File: config.mk
export PLATFORM = sky130hd
export DESIGN_NAME = far_end_alarm_code_ctrl
export DESIGN_NICKNAME = d
export VERILOG_FILES = /design/src/design/alarm_code_pkg.sv /design/src/design/far_end_alarm_code_ctrl.sv /design/src/design/alarm_code_tx.sv /design/src/design/alarm_code_rx.sv
export VERILOG_INCLUDE_DIRS = /design/src /design/src/design
export SDC_FILE = /design/constraint.sdc
export NUM_CORES = 1
export LEC_CHECK = 0
export ABC_AREA = 1
export BUFFER_PORTS_ARGS = -buffer_cell sky130_fd_sc_hd__buf_2
export CAP_MARGIN = 30
export CELL_PAD_IN_SITES_DETAIL_PLACEMENT = 0
export CELL_PAD_IN_SITES_GLOBAL_PLACEMENT = 1
export CORE_MARGIN = 2
export CORE_UTILIZATION = 44
export DETAILED_ROUTE_END_ITERATION = 8
export GPL_TIMING_DRIVEN = 1
export PLACE_DENSITY = 0.91
export RECOVER_POWER = 100
export SYNTH_ARGS = -nofsm -noshare
export SYNTH_HDL_FRONTEND = slang
export SYNTH_SLANG_ARGS = --single-unit
File: constraint.sdc
create_clock -name pclk -period 3.29 [get_ports pclk]
set_clock_uncertainty 0.15 [all_clocks]
set_input_delay 0.329 -clock pclk [delete_from_list [all_inputs] [get_ports pclk]]
set_output_delay 0.329 -clock pclk [all_outputs]
set_load 0.01 [all_outputs]
File: src/design/alarm_code_consts.svh
// alarm code controller constants
// assumes inclusion by bare name
`ifndef ALARM_CODE_CONSTS_SVH
`define ALARM_CODE_CONSTS_SVH

// printed indices; byte address is four times
`define CTRL_INDEX 12'h090
`define STAT_INDEX 12'h092
`define CTRL_ADDR 12'h240
`define STAT_ADDR 12'h248

// control fields
`define CTRL_A_LSB 0
`define CTRL_SEL_LSB 6
`define CTRL_B_LSB 8
`define CTRL_IDLE_IE_BIT 14
`define CTRL_SOFT_RST_BIT 15
`define CTRL_RESET 16'h0000

// status fields
`define STAT_DET_BIT 0
`define STAT_IDLE_BIT 1
`define STAT_FIFO_LSB 8
`define STAT_EMPTY_BIT 14
`define STAT_OVF_BIT 15

// code word shape and counts
`define WORD_HEAD 8'hff
`define WORD_LAST_BIT 4'hf
`define WORD_REPEAT_LAST 4'h9
`define CONFIRM_LAST 2'h2
`define LOSS_LAST 2'h1
`define IDLE_ONES_LAST 5'h0f
`define FIFO_DEPTH 3'h4

`endif

File: src/design/alarm_code_pkg.sv
// alarm code controller types
// assumes nothing of its surroundings
package alarm_code_pkg;

  // transmit action in progress
  typedef enum logic [1:0] {tx_idle, tx_send_a, tx_send_b, tx_cont_a} tx_state_e;

  // receive detector phase
  typedef enum logic [1:0] {rx_hunt, rx_confirm, rx_valid} rx_state_e;

  typedef struct packed {
    tx_state_e st;
    logic two_words;
    logic [3:0] bit_idx;
    logic [3:0] word_cnt;
    logic [1:0] sel_prev;
    logic pend;
    logic [1:0] pend_sel;
    logic tx_bit;
    logic bit_valid;
  } tx_s;

  typedef struct packed {
    rx_state_e st;
    logic [15:0] sr;
    logic [3:0] bit_cnt;
    logic [1:0] hits;
    logic [1:0] misses;
    logic [5:0] cand;
    logic after_valid;
    logic [4:0] ones;
    logic push;
    logic [5:0] payload;
    logic idle;
  } rx_s;

endpackage : alarm_code_pkg

File: src/design/far_end_alarm_code_ctrl.sv
// alarm code controller: apb registers, fifo and flags
// assumes framer strobes and mode levels are on pclk
//
// What this block does
// [RL1] T3 operates only in c-bit parity mode
// [RL2] E3 receive always fed from receive framer
// [RL3] word: eight ones, zero, six payload, zero
// [RL4] all ones sent when no word active
// [RL5] validate after three identical consecutive words
// [RL6] lost after two successive bad words
// [RL7] validation pushes payload, sets detect flag
// [RL8] four-deep fifo, full drops the newcomer
// [RL9] overflow flag latched, cleared by status read
// [RL10] control bits 0-5 hold word A
// [RL11] control bits 8-13 hold word B
// [RL12] select: idle, ten A, ten A+B, continuous
// [RL13] action starts only on idle-to-active edge
// [RL14] host returns to idle, waits ten words
// [RL15] host changes payloads only while idle
// [RL16] control bit 14 enables idle interrupt
// [RL17] rising control bit 15 resets receive, flushes
// [RL18] detect flag latches, read clears, interrupts
// [RL19] idle flag after sixteen ones, gated interrupt
// [RL20] status 8-13 show oldest fifo entry
// [RL21] status 14 shows fifo empty live
// [RL22] status read pops the shown entry
// [RL23] one bit per framer opportunity strobe
//
// The APB slave port was left to the implementer.
`timescale 1ns/1ps
`default_nettype none
`include "alarm_code_consts.svh"
module far_end_alarm_code_ctrl (
  input wire logic pclk,
  input wire logic presetn,
  // apb slave
  input wire logic [11:0] paddr,
  input wire logic psel,
  input wire logic penable,
  input wire logic pwrite,
  input wire logic [31:0] pwdata,
  output logic [31:0] prdata,
  output logic pready,
  output logic pslverr,
  // framer mode levels
  input wire logic t3_mode,
  input wire logic cbit_parity_mode,
  // transmit overhead channel
  input wire logic tx_bit_req,
  output logic tx_bit,
  output logic tx_bit_valid,
  // receive overhead channel
  input wire logic rx_bit,
  input wire logic rx_bit_valid,
  // top-level mask and the resulting request
  input wire logic top_interrupt_mask,
  output logic alarm_code_irq
);
  import alarm_code_pkg::*;

  // ---------------------------------------------------------------
  // state of the register file and the receive fifo
  // ---------------------------------------------------------------
  typedef struct packed {
    logic [15:0] ctrl; // control
    logic soft_prev; // last seen soft reset bit
    logic detect; // rx_word_detected
    logic idle; // rx_idle_seen
    logic ovf; // rx_fifo_overflow_flag
    logic ovf_armed; // overflow may latch again
    logic [3:0][5:0] mem; // fifo entries
    logic [1:0] rd_ptr; // oldest entry
    logic [1:0] wr_ptr; // next free entry
    logic [2:0] count; // entries held
    logic ack; // pready
    logic slverr; // unmapped
    logic [31:0] rdata; // read data
  } top_s;

  top_s r_r; // whole state
  top_s r_nxt; // next state

  logic active; // code word logic enabled by framing
  logic soft_pulse; // one cycle receive reset
  logic rx_push; // detector validated a word
  logic [5:0] rx_payload; // payload of that word
  logic rx_idle; // detector saw the idle run
  logic setup; // apb setup cycle
  logic done; // apb transfer completes this edge
  logic hit_ctrl; // address decodes to control
  logic hit_stat; // address decodes to status
  logic fifo_empty; // rx_fifo_empty_flag
  logic [15:0] status; // live status word

  // ---------------------------------------------------------------
  // framing mode and soft reset
  // ---------------------------------------------------------------
  // e3 always on; t3 only in c-bit parity
  assign active = !t3_mode || cbit_parity_mode; // see [RL1] [RL2]

  // a held one does not reset again
  assign soft_pulse = r_r.ctrl[`CTRL_SOFT_RST_BIT] && !r_r.soft_prev; // see [RL17]

  // ---------------------------------------------------------------
  // apb decode
  // ---------------------------------------------------------------
  assign setup = psel && !penable;
  assign done = psel && penable && r_r.ack;
  assign hit_ctrl = (paddr == `CTRL_ADDR);
  assign hit_stat = (paddr == `STAT_ADDR);

  // ---------------------------------------------------------------
  // live status word
  // ---------------------------------------------------------------
  assign fifo_empty = (r_r.count == 3'h0); // see [RL21]

  // data reads zero while empty, nothing stale
  always_comb
  begin
    status = 16'h0000;
    status[`STAT_DET_BIT] = r_r.detect;
    status[`STAT_IDLE_BIT] = r_r.idle;
    status[`STAT_FIFO_LSB +: 6] = fifo_empty ? 6'h00 : r_r.mem[r_r.rd_ptr]; // see [RL20]
    status[`STAT_EMPTY_BIT] = fifo_empty; // see [RL21]
    status[`STAT_OVF_BIT] = r_r.ovf;
  end

  // ---------------------------------------------------------------
  // next state of registers, flags and fifo
  // ---------------------------------------------------------------
  always_comb
  begin
    logic stat_read; // a status read completes now
    logic clr_det; // detect reported, may clear
    logic clr_idle; // idle reported, may clear
    logic clr_ovf; // overflow reported, may clear
    logic pop; // presented entry leaves
    logic push_ok; // new word fits
    logic drop; // new word refused
    stat_read = 1'b0;
    clr_det = 1'b0;
    clr_idle = 1'b0;
    clr_ovf = 1'b0;
    pop = 1'b0;
    push_ok = 1'b0;
    drop = 1'b0;
    r_nxt = r_r;
    r_nxt.soft_prev = r_r.ctrl[`CTRL_SOFT_RST_BIT];

    // setup: capture answer in flops
    if (setup)
    begin
      r_nxt.ack = 1'b1;
      r_nxt.slverr = !(hit_ctrl || hit_stat);
      if (hit_ctrl)
        r_nxt.rdata = {16'h0000, r_r.ctrl};
      else if (hit_stat)
        r_nxt.rdata = {16'h0000, status};
      else
        r_nxt.rdata = 32'h0000_0000;
    end
    else if (done || !psel)
    begin
      // done or abandoned
      r_nxt.ack = 1'b0;
      r_nxt.slverr = 1'b0;
    end

    // writes land at the completing edge only
    if (done && pwrite && hit_ctrl)
      r_nxt.ctrl = pwdata[15:0]; // see [RL10] [RL11] [RL12] [RL16]

    // a read clears only what it showed; later events survive
    if (done && !pwrite && hit_stat)
    begin
      stat_read = 1'b1;
      clr_det = r_r.rdata[`STAT_DET_BIT]; // see [RL18]
      clr_idle = r_r.rdata[`STAT_IDLE_BIT]; // see [RL19]
      clr_ovf = r_r.rdata[`STAT_OVF_BIT]; // see [RL9]
      pop = !r_r.rdata[`STAT_EMPTY_BIT] && !fifo_empty; // see [RL22]
    end

    // full fifo keeps entries, newcomer lost
    if (rx_push)
    begin
      if (r_r.count == `FIFO_DEPTH && !pop)
        drop = 1'b1; // see [RL8]
      else
        push_ok = 1'b1;
    end

    if (soft_pulse)
    begin
      // flush to empty
      r_nxt.rd_ptr = 2'h0; // see [RL17]
      r_nxt.wr_ptr = 2'h0;
      r_nxt.count = 3'h0;
      r_nxt.ovf_armed = 1'b1;
    end
    else
    begin
      if (push_ok)
      begin
        r_nxt.mem[r_r.wr_ptr] = rx_payload; // see [RL7]
        r_nxt.wr_ptr = r_r.wr_ptr + 2'h1;
      end
      if (pop)
      begin
        r_nxt.rd_ptr = r_r.rd_ptr + 2'h1;
        r_nxt.ovf_armed = 1'b1; // see [RL9]
      end
      r_nxt.count = r_r.count + {2'b00, push_ok} - {2'b00, pop};
    end

    // sticky flags: a set in the clearing cycle wins
    r_nxt.detect = (r_r.detect && !clr_det) || rx_push; // see [RL7] [RL18]
    r_nxt.idle = (r_r.idle && !clr_idle) || rx_idle; // see [RL19]
    r_nxt.ovf = (r_r.ovf && !clr_ovf) || (drop && r_r.ovf_armed); // see [RL9]
    if (drop && r_r.ovf_armed)
      r_nxt.ovf_armed = 1'b0;
    if (stat_read && !pop && !drop && !r_r.ovf_armed && fifo_empty)
      r_nxt.ovf_armed = 1'b1;
  end

  // ---------------------------------------------------------------
  // state register
  // ---------------------------------------------------------------
  always_ff @(posedge pclk or negedge presetn)
  begin
    if (!presetn)
      r_r <= '{ctrl: `CTRL_RESET, ovf_armed: 1'b1, default: '0};
    else
      r_r <= r_nxt;
  end

  // ---------------------------------------------------------------
  // apb answers
  // ---------------------------------------------------------------
  // no wait state: ready in the first access cycle
  assign pready = r_r.ack;
  assign pslverr = r_r.slverr && r_r.ack;
  assign prdata = r_r.rdata;

  // ---------------------------------------------------------------
  // interrupt request
  // ---------------------------------------------------------------
  // idle needs its own enable too; overflow never interrupts
  assign alarm_code_irq = top_interrupt_mask &&
    (r_r.detect || (r_r.idle && r_r.ctrl[`CTRL_IDLE_IE_BIT])); // see [RL16] [RL18] [RL19]

  // ---------------------------------------------------------------
  // transmit sequencer
  // ---------------------------------------------------------------
  // host changes payloads only while idle: no shadow
  alarm_code_tx u_tx (
    .pclk(pclk),
    .presetn(presetn),
    .active(active),
    .sel(r_r.ctrl[`CTRL_SEL_LSB +: 2]),
    .word_a(r_r.ctrl[`CTRL_A_LSB +: 6]),
    .word_b(r_r.ctrl[`CTRL_B_LSB +: 6]),
    .bit_req(tx_bit_req),
    .tx_bit(tx_bit),
    .tx_bit_valid(tx_bit_valid)
  ); // see [RL14] [RL15]

  // ---------------------------------------------------------------
  // receive detector
  // ---------------------------------------------------------------
  alarm_code_rx u_rx (
    .pclk(pclk),
    .presetn(presetn),
    .active(active),
    .soft_rst(soft_pulse),
    .rx_bit(rx_bit),
    .rx_bit_valid(rx_bit_valid),
    .word_push(rx_push),
    .word_payload(rx_payload),
    .idle_seen(rx_idle)
  );

endmodule : far_end_alarm_code_ctrl
`default_nettype wire

File: src/design/alarm_code_tx.sv
// transmit code word sequencer, one bit per overhead opportunity
// assumes bit_req is a one-cycle strobe per opportunity
`timescale 1ns/1ps
`default_nettype none
`include "alarm_code_consts.svh"
module alarm_code_tx (
  input wire logic pclk,
  input wire logic presetn,
  input wire logic active,
  input wire logic [1:0] sel,
  input wire logic [5:0] word_a,
  input wire logic [5:0] word_b,
  input wire logic bit_req,
  output logic tx_bit,
  output logic tx_bit_valid
);
  import alarm_code_pkg::*;

  tx_s r_r; // whole state
  tx_s r_nxt; // next state

  // ---------------------------------------------------------------
  // sequencer
  // ---------------------------------------------------------------
  always_comb
  begin
    tx_state_e st;
    logic [3:0] cnt;
    logic [15:0] word;
    st = r_r.st;
    cnt = r_r.word_cnt;
    word = '1;
    r_nxt = r_r;
    r_nxt.bit_valid = 1'b0;
    r_nxt.sel_prev = sel;
    if (!active)
    begin
      // t3 outside c-bit parity: the channel carries ones only
      r_nxt.st = tx_idle; // see [RL1]
      r_nxt.pend = 1'b0;
      r_nxt.tx_bit = 1'b1;
      // opportunities are still answered, with ones
      r_nxt.bit_valid = bit_req; // see [RL23]
    end
    else if (bit_req)
    begin
      // a pending action starts only on a word boundary
      if (r_r.st == tx_idle && r_r.pend && r_r.bit_idx == 4'h0)
      begin
        st = (r_r.pend_sel == 2'b11) ? tx_cont_a : tx_send_a; // see [RL12]
        r_nxt.two_words = (r_r.pend_sel == 2'b10);
        r_nxt.pend = 1'b0;
        cnt = 4'h0;
      end
      // payload lsb first, after ones and a zero
      word = {1'b0, (st == tx_send_b) ? word_b : word_a, 1'b0, `WORD_HEAD}; // see [RL3] [RL10] [RL11]
      r_nxt.tx_bit = (st == tx_idle) ? 1'b1 : word[r_r.bit_idx]; // see [RL4] [RL23]
      r_nxt.bit_valid = 1'b1;
      r_nxt.bit_idx = r_r.bit_idx + 4'h1;
      if (r_r.bit_idx == `WORD_LAST_BIT && st != tx_idle)
      begin
        unique case (st)
          tx_send_a:
          begin
            if (cnt == `WORD_REPEAT_LAST)
            begin
              st = r_nxt.two_words ? tx_send_b : tx_idle;
              cnt = 4'h0;
            end
            else
              cnt = cnt + 4'h1;
          end
          tx_send_b:
          begin
            if (cnt == `WORD_REPEAT_LAST)
              st = tx_idle;
            else
              cnt = cnt + 4'h1;
          end
          tx_cont_a:
          begin
            // continuous: ends on idle after ten
            if (cnt != `WORD_REPEAT_LAST)
              cnt = cnt + 4'h1;
            else if (sel == 2'b00)
              st = tx_idle;
          end
          tx_idle: ;
        endcase
      end
      r_nxt.st = st;
      r_nxt.word_cnt = cnt;
    end
    // only a move out of idle requests an action
    if (active && r_r.sel_prev == 2'b00 && sel != 2'b00)
    begin
      r_nxt.pend = 1'b1; // see [RL13]
      r_nxt.pend_sel = sel;
    end
  end

  // state register
  always_ff @(posedge pclk or negedge presetn)
  begin
    if (!presetn)
      r_r <= '{st: tx_idle, tx_bit: 1'b1, default: '0};
    else
      r_r <= r_nxt;
  end

  assign tx_bit = r_r.tx_bit;
  assign tx_bit_valid = r_r.bit_valid;

endmodule : alarm_code_tx
`default_nettype wire

File: src/design/alarm_code_rx.sv
// receive code word detector: hunt, confirm, lose
// assumes one bit per rx_bit_valid pulse, on pclk
`timescale 1ns/1ps
`default_nettype none
`include "alarm_code_consts.svh"
module alarm_code_rx (
  input wire logic pclk,
  input wire logic presetn,
  input wire logic active,
  input wire logic soft_rst,
  input wire logic rx_bit,
  input wire logic rx_bit_valid,
  output logic word_push,
  output logic [5:0] word_payload,
  output logic idle_seen
);
  import alarm_code_pkg::*;

  rx_s r_r; // whole state
  rx_s r_nxt; // next state

  // ---------------------------------------------------------------
  // detector
  // ---------------------------------------------------------------
  always_comb
  begin
    logic [15:0] sr;
    logic match;
    logic [5:0] pay;
    sr = {rx_bit, r_r.sr[15:1]};
    match = (sr[7:0] == `WORD_HEAD) && !sr[8] && !sr[15];
    pay = sr[14:9];
    r_nxt = r_r;
    r_nxt.push = 1'b0;
    r_nxt.idle = 1'b0;
    if (soft_rst || !active)
      r_nxt = '0; // see [RL17] [RL1]
    else if (rx_bit_valid)
    begin
      r_nxt.sr = sr; // see [RL2]
      r_nxt.bit_cnt = r_r.bit_cnt + 4'h1;
      // sixteen ones after a valid word: idle
      r_nxt.ones = rx_bit ? ((r_r.ones == `IDLE_ONES_LAST) ? r_r.ones : r_r.ones + 5'h1) : 5'h0;
      if (rx_bit && r_r.after_valid && r_r.ones == `IDLE_ONES_LAST)
      begin
        r_nxt.idle = 1'b1; // see [RL19]
        r_nxt.after_valid = 1'b0;
      end
      unique case (r_r.st)
        rx_hunt:
        begin
          // bit by bit search for the word shape
          if (match)
          begin
            r_nxt.st = rx_confirm; // see [RL5]
            r_nxt.cand = pay;
            r_nxt.hits = 2'h1;
            r_nxt.bit_cnt = 4'h0;
          end
        end
        rx_confirm:
        begin
          if (r_r.bit_cnt == `WORD_LAST_BIT)
          begin
            if (match && pay == r_r.cand && r_r.hits == `CONFIRM_LAST)
            begin
              r_nxt.st = rx_valid; // see [RL5] [RL7]
              r_nxt.push = 1'b1;
              r_nxt.payload = r_r.cand;
              r_nxt.after_valid = 1'b1;
              r_nxt.misses = 2'h0;
            end
            else if (match && pay == r_r.cand)
              r_nxt.hits = r_r.hits + 2'h1;
            else if (match)
            begin
              // a different word restarts confirmation
              r_nxt.cand = pay;
              r_nxt.hits = 2'h1;
            end
            else
              r_nxt.st = rx_hunt;
          end
        end
        rx_valid:
        begin
          if (r_r.bit_cnt == `WORD_LAST_BIT)
          begin
            if (match && pay == r_r.cand)
              r_nxt.misses = 2'h0;
            else if (r_r.misses == `LOSS_LAST)
            begin
              r_nxt.st = rx_hunt; // see [RL6]
              r_nxt.misses = 2'h0;
            end
            else
              r_nxt.misses = r_r.misses + 2'h1;
          end
        end
        default: r_nxt.st = rx_hunt;
      endcase
    end
  end

  // state register
  always_ff @(posedge pclk or negedge presetn)
  begin
    if (!presetn)
      r_r <= '0;
    else
      r_r <= r_nxt;
  end

  assign word_push = r_r.push;
  assign word_payload = r_r.payload;
  assign idle_seen = r_r.idle;

endmodule : alarm_code_rx
`default_nettype wire

Word-level counts from Yosys, hierarchy flattened --
Index checks and enable logic that the tools add are counted.
Operators by class: add/sub/neg operators 10, magnitude comparators 4, equality and inequality tests 34, multiplexer cells 95, bitwise operators 1, reduce and logical (&&, ||, !) cells 86
Operators with widths (count):
- 46-bit two-way mux | 2
- 2-bit two-way mux | 31
- 6-bit two-way mux | 8
- 1-bit logical AND | 33
- 32-bit two-way mux | 1
- 4-bit two-way mux | 8
- 7-bit two-way mux | 4
- 1-bit two-way mux | 25
- 24-bit bitwise mux | 1
- 12-bit by 10-bit == test with 1-bit output, second input constant | 2
- 11-bit two-way mux | 2
- 2-bit nonzero test | 9
- 1-bit zero test | 17
- 16-bit two-way mux | 1
- 3-bit by 1-bit != test with 1-bit output, second input constant | 5
- 4-bit by 1-bit adder with 4-bit output, second input constant | 3
- 6-bit binary-select mux with 2-bit select | 1
- 6-bit demux with 2-bit select | 1
- 2-bit == test, second input constant | 6
- 4-bit == test, second input constant | 3
- 3-bit by 2-bit != test with 1-bit output, second input constant | 4
- 2-bit case mux with 3 select lines | 2
- 4-bit case mux with 3 select lines | 1
- 6-bit case mux with 2 select lines | 1
- other kinds (33) | 59
Word-level totals: register bits 150, input bits 55, output and inout bits 37, logic and storage cells 266

Longest topological paths before layout --
word-level depth 14, gate-level depth with buffers 16, gate-level depth less buffers 16

By module --
A second synthesis with hierarchy kept.
Second synthesis, totals: cell total of the unflattened synthesis 909, area total of the unflattened synthesis 7273.2 um^2
Modules (own cells, without submodules):
- far_end_alarm_code_ctrl | times used 1, cells an instance 431, area each 3628.5 um^2, seq. area each 1752.9 um^2
- alarm_code_rx | times used 1, cells an instance 316, area each 2492.4 um^2, seq. area each 1126.1 um^2
- alarm_code_tx | times used 1, cells an instance 162, area each 1152.4 um^2, seq. area each 451.7 um^2

Least setup slack after synthesis --
No wires, ideal clock.
path type register -> register, start reg r_r, in the netlist pready, end reg r_r[36] (netlist name), library setup time 0.123 ns, arrival 2.052 ns, path slack 0.965 ns, stages on the path, launching flop included 12, period minus slack after synthesis 2.325 ns, path through dfrtp_1 > nand3_2 > nor2_4 > nand4_4 > nand2_4 > nand2_4 > ha_1 > inv_1 > ha_1 > fa_1 > o21ai_0 > a21oi_1
RTL lines:
- from (decl) | line far_end_alarm_code_ctrl.sv:80 | top_s r_r;
- from (signal assigned) | line far_end_alarm_code_ctrl.sv:233 | r_r <= r_nxt;

==> results.md <==
Finish:
- The total area of sequential cells is 3330 um^2.
- The top cell types in the final layout, fill and taps aside, are sky130_fd_sc_hd__nand2_1 (224), sky130_fd_sc_hd__dfrtp_1 (131), sky130_fd_sc_hd__inv_1 (84).
- Summing all multi-input logic gate instances after layout gives 3090 um^2.
- The fraction of final layout cells sized beyond drive strength 1 is 0.120.
- The layout filler cell count is 1561.
- From synthesis to final layout, the design area changed by 12.2%.
- The net total in the final layout is 1001.
- The antenna diode instance count is 0.
- The library cell used most frequently in the layout, excluding fill and tap cells, is sky130_fd_sc_hd__nand2_1.
- The final core utilization is 0.507.

Yosys:
- The total number of yosys warnings is 0.
- After synthesis, the cell types taking the most area are sky130_fd_sc_hd__dfrtp_1 (46%), sky130_fd_sc_hd__nand2_1 (11%), sky130_fd_sc_hd__nand3_1 (4.9%).
- In the synthesized netlist, the number of instances is 862.
- Of the total synthesized cell area, the portion taken by XOR and XNOR cells is 0.00973.
- For this run, the register share of the synthesized area comes to 0.462.
- Of the total synthesized cell area, the portion taken by AND, OR, NAND and NOR gates is 0.273.
- The synthesized design contains 133 register bits.
- The top cell type by total area after synthesis is sky130_fd_sc_hd__dfrtp_1.
- The share of synthesized area spent on multiplexers is 0.0250.
- The share of synthesized area in the top cell type comes to 0.455.
- In this run the cell area of the synthesized design comes to 7200 um^2.
- The main combinational cell family by area after synthesis is simple AND/OR/NAND/NOR gates.
- The adder and majority gate portion of the synthesized area is 0.0341.
- The number of distinct standard cells referenced by the synthesized netlist is 51.
- The compound-gate portion of the synthesized area is 0.0983.
- In this run the mean area of a mapped cell was 8.35 um^2.

Die:
- The starting utilization of the core area is 0.452.
- The width of the die is 132 um.
- The die footprint is 17400 um^2.
- The region available for standard cell placement spans 15900 um^2.
- The site row count is 46.
- From bottom edge to top edge, the die measures 132 um.
- The number of primary I/O pins is 92.

Power:
- For this design the static power due to leakage is 4.05 nW.
- The highest ir drop seen on vdd is 0.393 mV.
- For this design the ratio of total power to cell area is 510 nW/um^2.

Placement:
- Summed over all nets, the half-perimeter wirelength after detailed placement is 11400 um.
- At the end of routability-driven placement, the weighted congestion stood at 0.843.
- In this run the tool buffered the top-level ports with 59 buffer cells.

Setup path:
- The path type of the worst setup path is flip-flop to flip-flop.
- The required time of the critical path is 3.44 ns.
- The arrival time at the worst endpoint is 2.85 ns.
- In this run the worst path has a maximum fanout of 5.
- The worst setup path is launched from a flip-flop.
- The kind of end point of the critical path is a flip-flop.

GRT:
- The first global-routing pass estimated 27400 um of wire.
- Entering global routing, the biggest net connects 69 pins.
- The initial antenna violation count was 0.
- The number of global-route vias before repair came to 5606.
- In the global route stage, overall resource usage came out at 0.193.
- The aggregate global routing overflow is 0.

STA:
- The share of the cycle needed by the critical path after routing is 0.820.
- The highest attainable clock frequency is 371 MHz.
- The minimum clock period is 2.70 ns.
- The max-slew violation count is 69.
- The transition at the pin with the smallest max-transition slack is 1.72 ns.
- The summed negative setup slack over all endpoints is 0 ns.
- Setup violations remaining at the end of the flow were counted as 0.
- In this run the tightest slew margin relative to its limit is -0.144.
- Setup repair after global routing left no endpoint under its margin.
- The final number of hold-violating endpoints is 0.

Clock tree:
- TritonCTS built the clock tree.
- The buffer type at the clock tree root is sky130_fd_sc_hd__clkbuf_16.
- The maximum root-to-sink buffer count is 2.
- Buffers inserted during clock tree synthesis total 17.
- The H-tree was split into 4 levels.
- The clock transition time at the flip-flop clock pins of the worst setup and hold paths is 0.06 ns.
- Clock tree synthesis found a total of 133 sinks.
- For the worst-skew pair, the clock arrives at the later sink with an insertion delay of 0.42 ns.
- Post-CTS repair changed the size of 0 cells.

Run status:
- The flow ran to the end, but the final reports show violations.
- The checks that failed: max-capacitance violations, max-slew violations.

Detailed routing:
- The number of iterations in the first detailed-routing pass is 5.
- The total number of vias is 5797.
- The routed wirelength normalized by instance count is 14.0 um.
- The overall routed net length is 16100 um.
- In this run, the number of DRC markers left after iteration 0 of detailed routing was 472.
- The detail route stage leaves a number of antenna-violating nets equal to 0.
- In the routed layout, each cell is associated on average with a via count of 5.01.
- The total DRC errors in the routed layout is 0.

Min path:
- The worst hold-check path type is input port to flip-flop.

Flow run:
- The tool flagged a number of max-cap violations equal to 1.
worst max-delay path, stage by stage, from the launching register on:
cell                      delay (ns)
sky130_fd_sc_hd__dfrtp_1        0.36
sky130_fd_sc_hd__nand3_1        0.17
sky130_fd_sc_hd__nor2_4         0.20
sky130_fd_sc_hd__nand4_1        0.23
sky130_fd_sc_hd__nand2_1        0.27
sky130_fd_sc_hd__nand2_4        0.08
sky130_fd_sc_hd__ha_1           0.28
sky130_fd_sc_hd__inv_1          0.04
sky130_fd_sc_hd__ha_1           0.18
sky130_fd_sc_hd__fa_1           0.38
sky130_fd_sc_hd__o21ai_0        0.19
sky130_fd_sc_hd__a21oi_1        0.06
logic make-up after synthesis:
kind of cell / Yosys count
buf+inv: 143
flops: 133
other cells: 1
xor+xnor: 8
fa+ha+maj: 19
simple gates: 425
mux: 16
compound gates: 117
final cells by class:
cell class	count	share of cell area
clock inverters	15	0.0194
repair buffers	81	0.0562
flip-flops and latches	133	0.412
clock buffers	17	0.0526
multi-input cells	601	0.382
well taps	216	0.0334
inverters	93	0.0438
routing by layer:
| metal | share of wire | track usage | up-vias |
|---|---|---|---|
| met1 | 0.47 | 0.265 | 2719 |
| met3 | 0.045 | 0.0415 | 16 |
| met5 | 0 | 0 | - |
| met2 | 0.47 | 0.310 | 133 |
| met4 | 0.011 | 0.0543 | 0 |
| li1 | - | - | 2929 |
flip-flops by register name, indices dropped and copies added, names as in the netlist:
signal / flops
u_rx.word_push: 1
u_tx.r_r: 16
r_nxt: 1
u_tx.tx_bit: 1
u_rx.word_payload: 6
r_r: 52
u_tx.tx_bit_valid: 1
prdata: 16
pready: 1
u_rx.r_r: 37
u_rx.idle_seen: 1
path summary, 6_finish.rpt:
path / start / to / slack, ns / cells after the start
min in group asynchronous: presetn / u_rx.r_r[39] / 0.75 / 2
setup reg to reg: pready / r_r[36] / 0.59 / 11
hold reg to reg: u_rx.idle_seen / r_r[67] / 0.28 / 1
hold / removal: pwdata[0] / r_r[70] / 0.02 / 2
max in group asynchronous: presetn / r_r[61] / 0.82 / 3
setup / recovery: pready / r_r[36] / 0.59 / 11
timing repair:
| item | 4_1_cts | 5_1_grt |
|---|---|---|
| endpoints found under the hold margin | 77 | 0 |
| hold buffers | 15 | 0 |
| buffers inserted | 0 | 0 |
synth_stat cells (all sizes together):
cell type,n
or4,1
a21oi,34
buf,43
inv,91
xnor2,2
nand3b,2
clkinv,2
nor4,2
nor3,6
o22ai,20
o21ai,34
and2,1
dfrtp,131
a22o,1
nand3,75
nand4,21
o2111ai,1
o21a,1
dfstp,2
a32o,1
o31ai,8
a31oi,2
mux2,16
o211ai,12
nand2,228
nor2,89
fa,1
a211oi,2
ha,18
conb,1
xor2,6
a21o,1
clkbuf,7
power breakdown:
group / internal (W) / switching (W)
Combinational: 0.000159 / 0.000320
Clock: 0.00107 / 0.000786
Sequential: 0.00171 / 0.0000723
Total: 0.00294 / 0.00118
metrics by stage:
step | hold WS [ns] | total power, W | area (um^2) | setup slack, ns | cells
CTS | 0.00843 | 0.00419 | 8270 | 0.810 | 1156
detailed placement | 0.231 | 0.00230 | 7540 | 0.713 | 1109
global placement | 0.229 | 0.00229 | 7540 | 0.755 | 1109
finish | 0.0181 | 0.00412 | 8080 | 0.591 | 1156
floorplan | -0.117 | 0.00217 | 7260 | 0.965 | 877
global route | 0.00994 | 0.00432 | 8080 | 0.327 | 1156
Power figures use the tool's default switching activity.
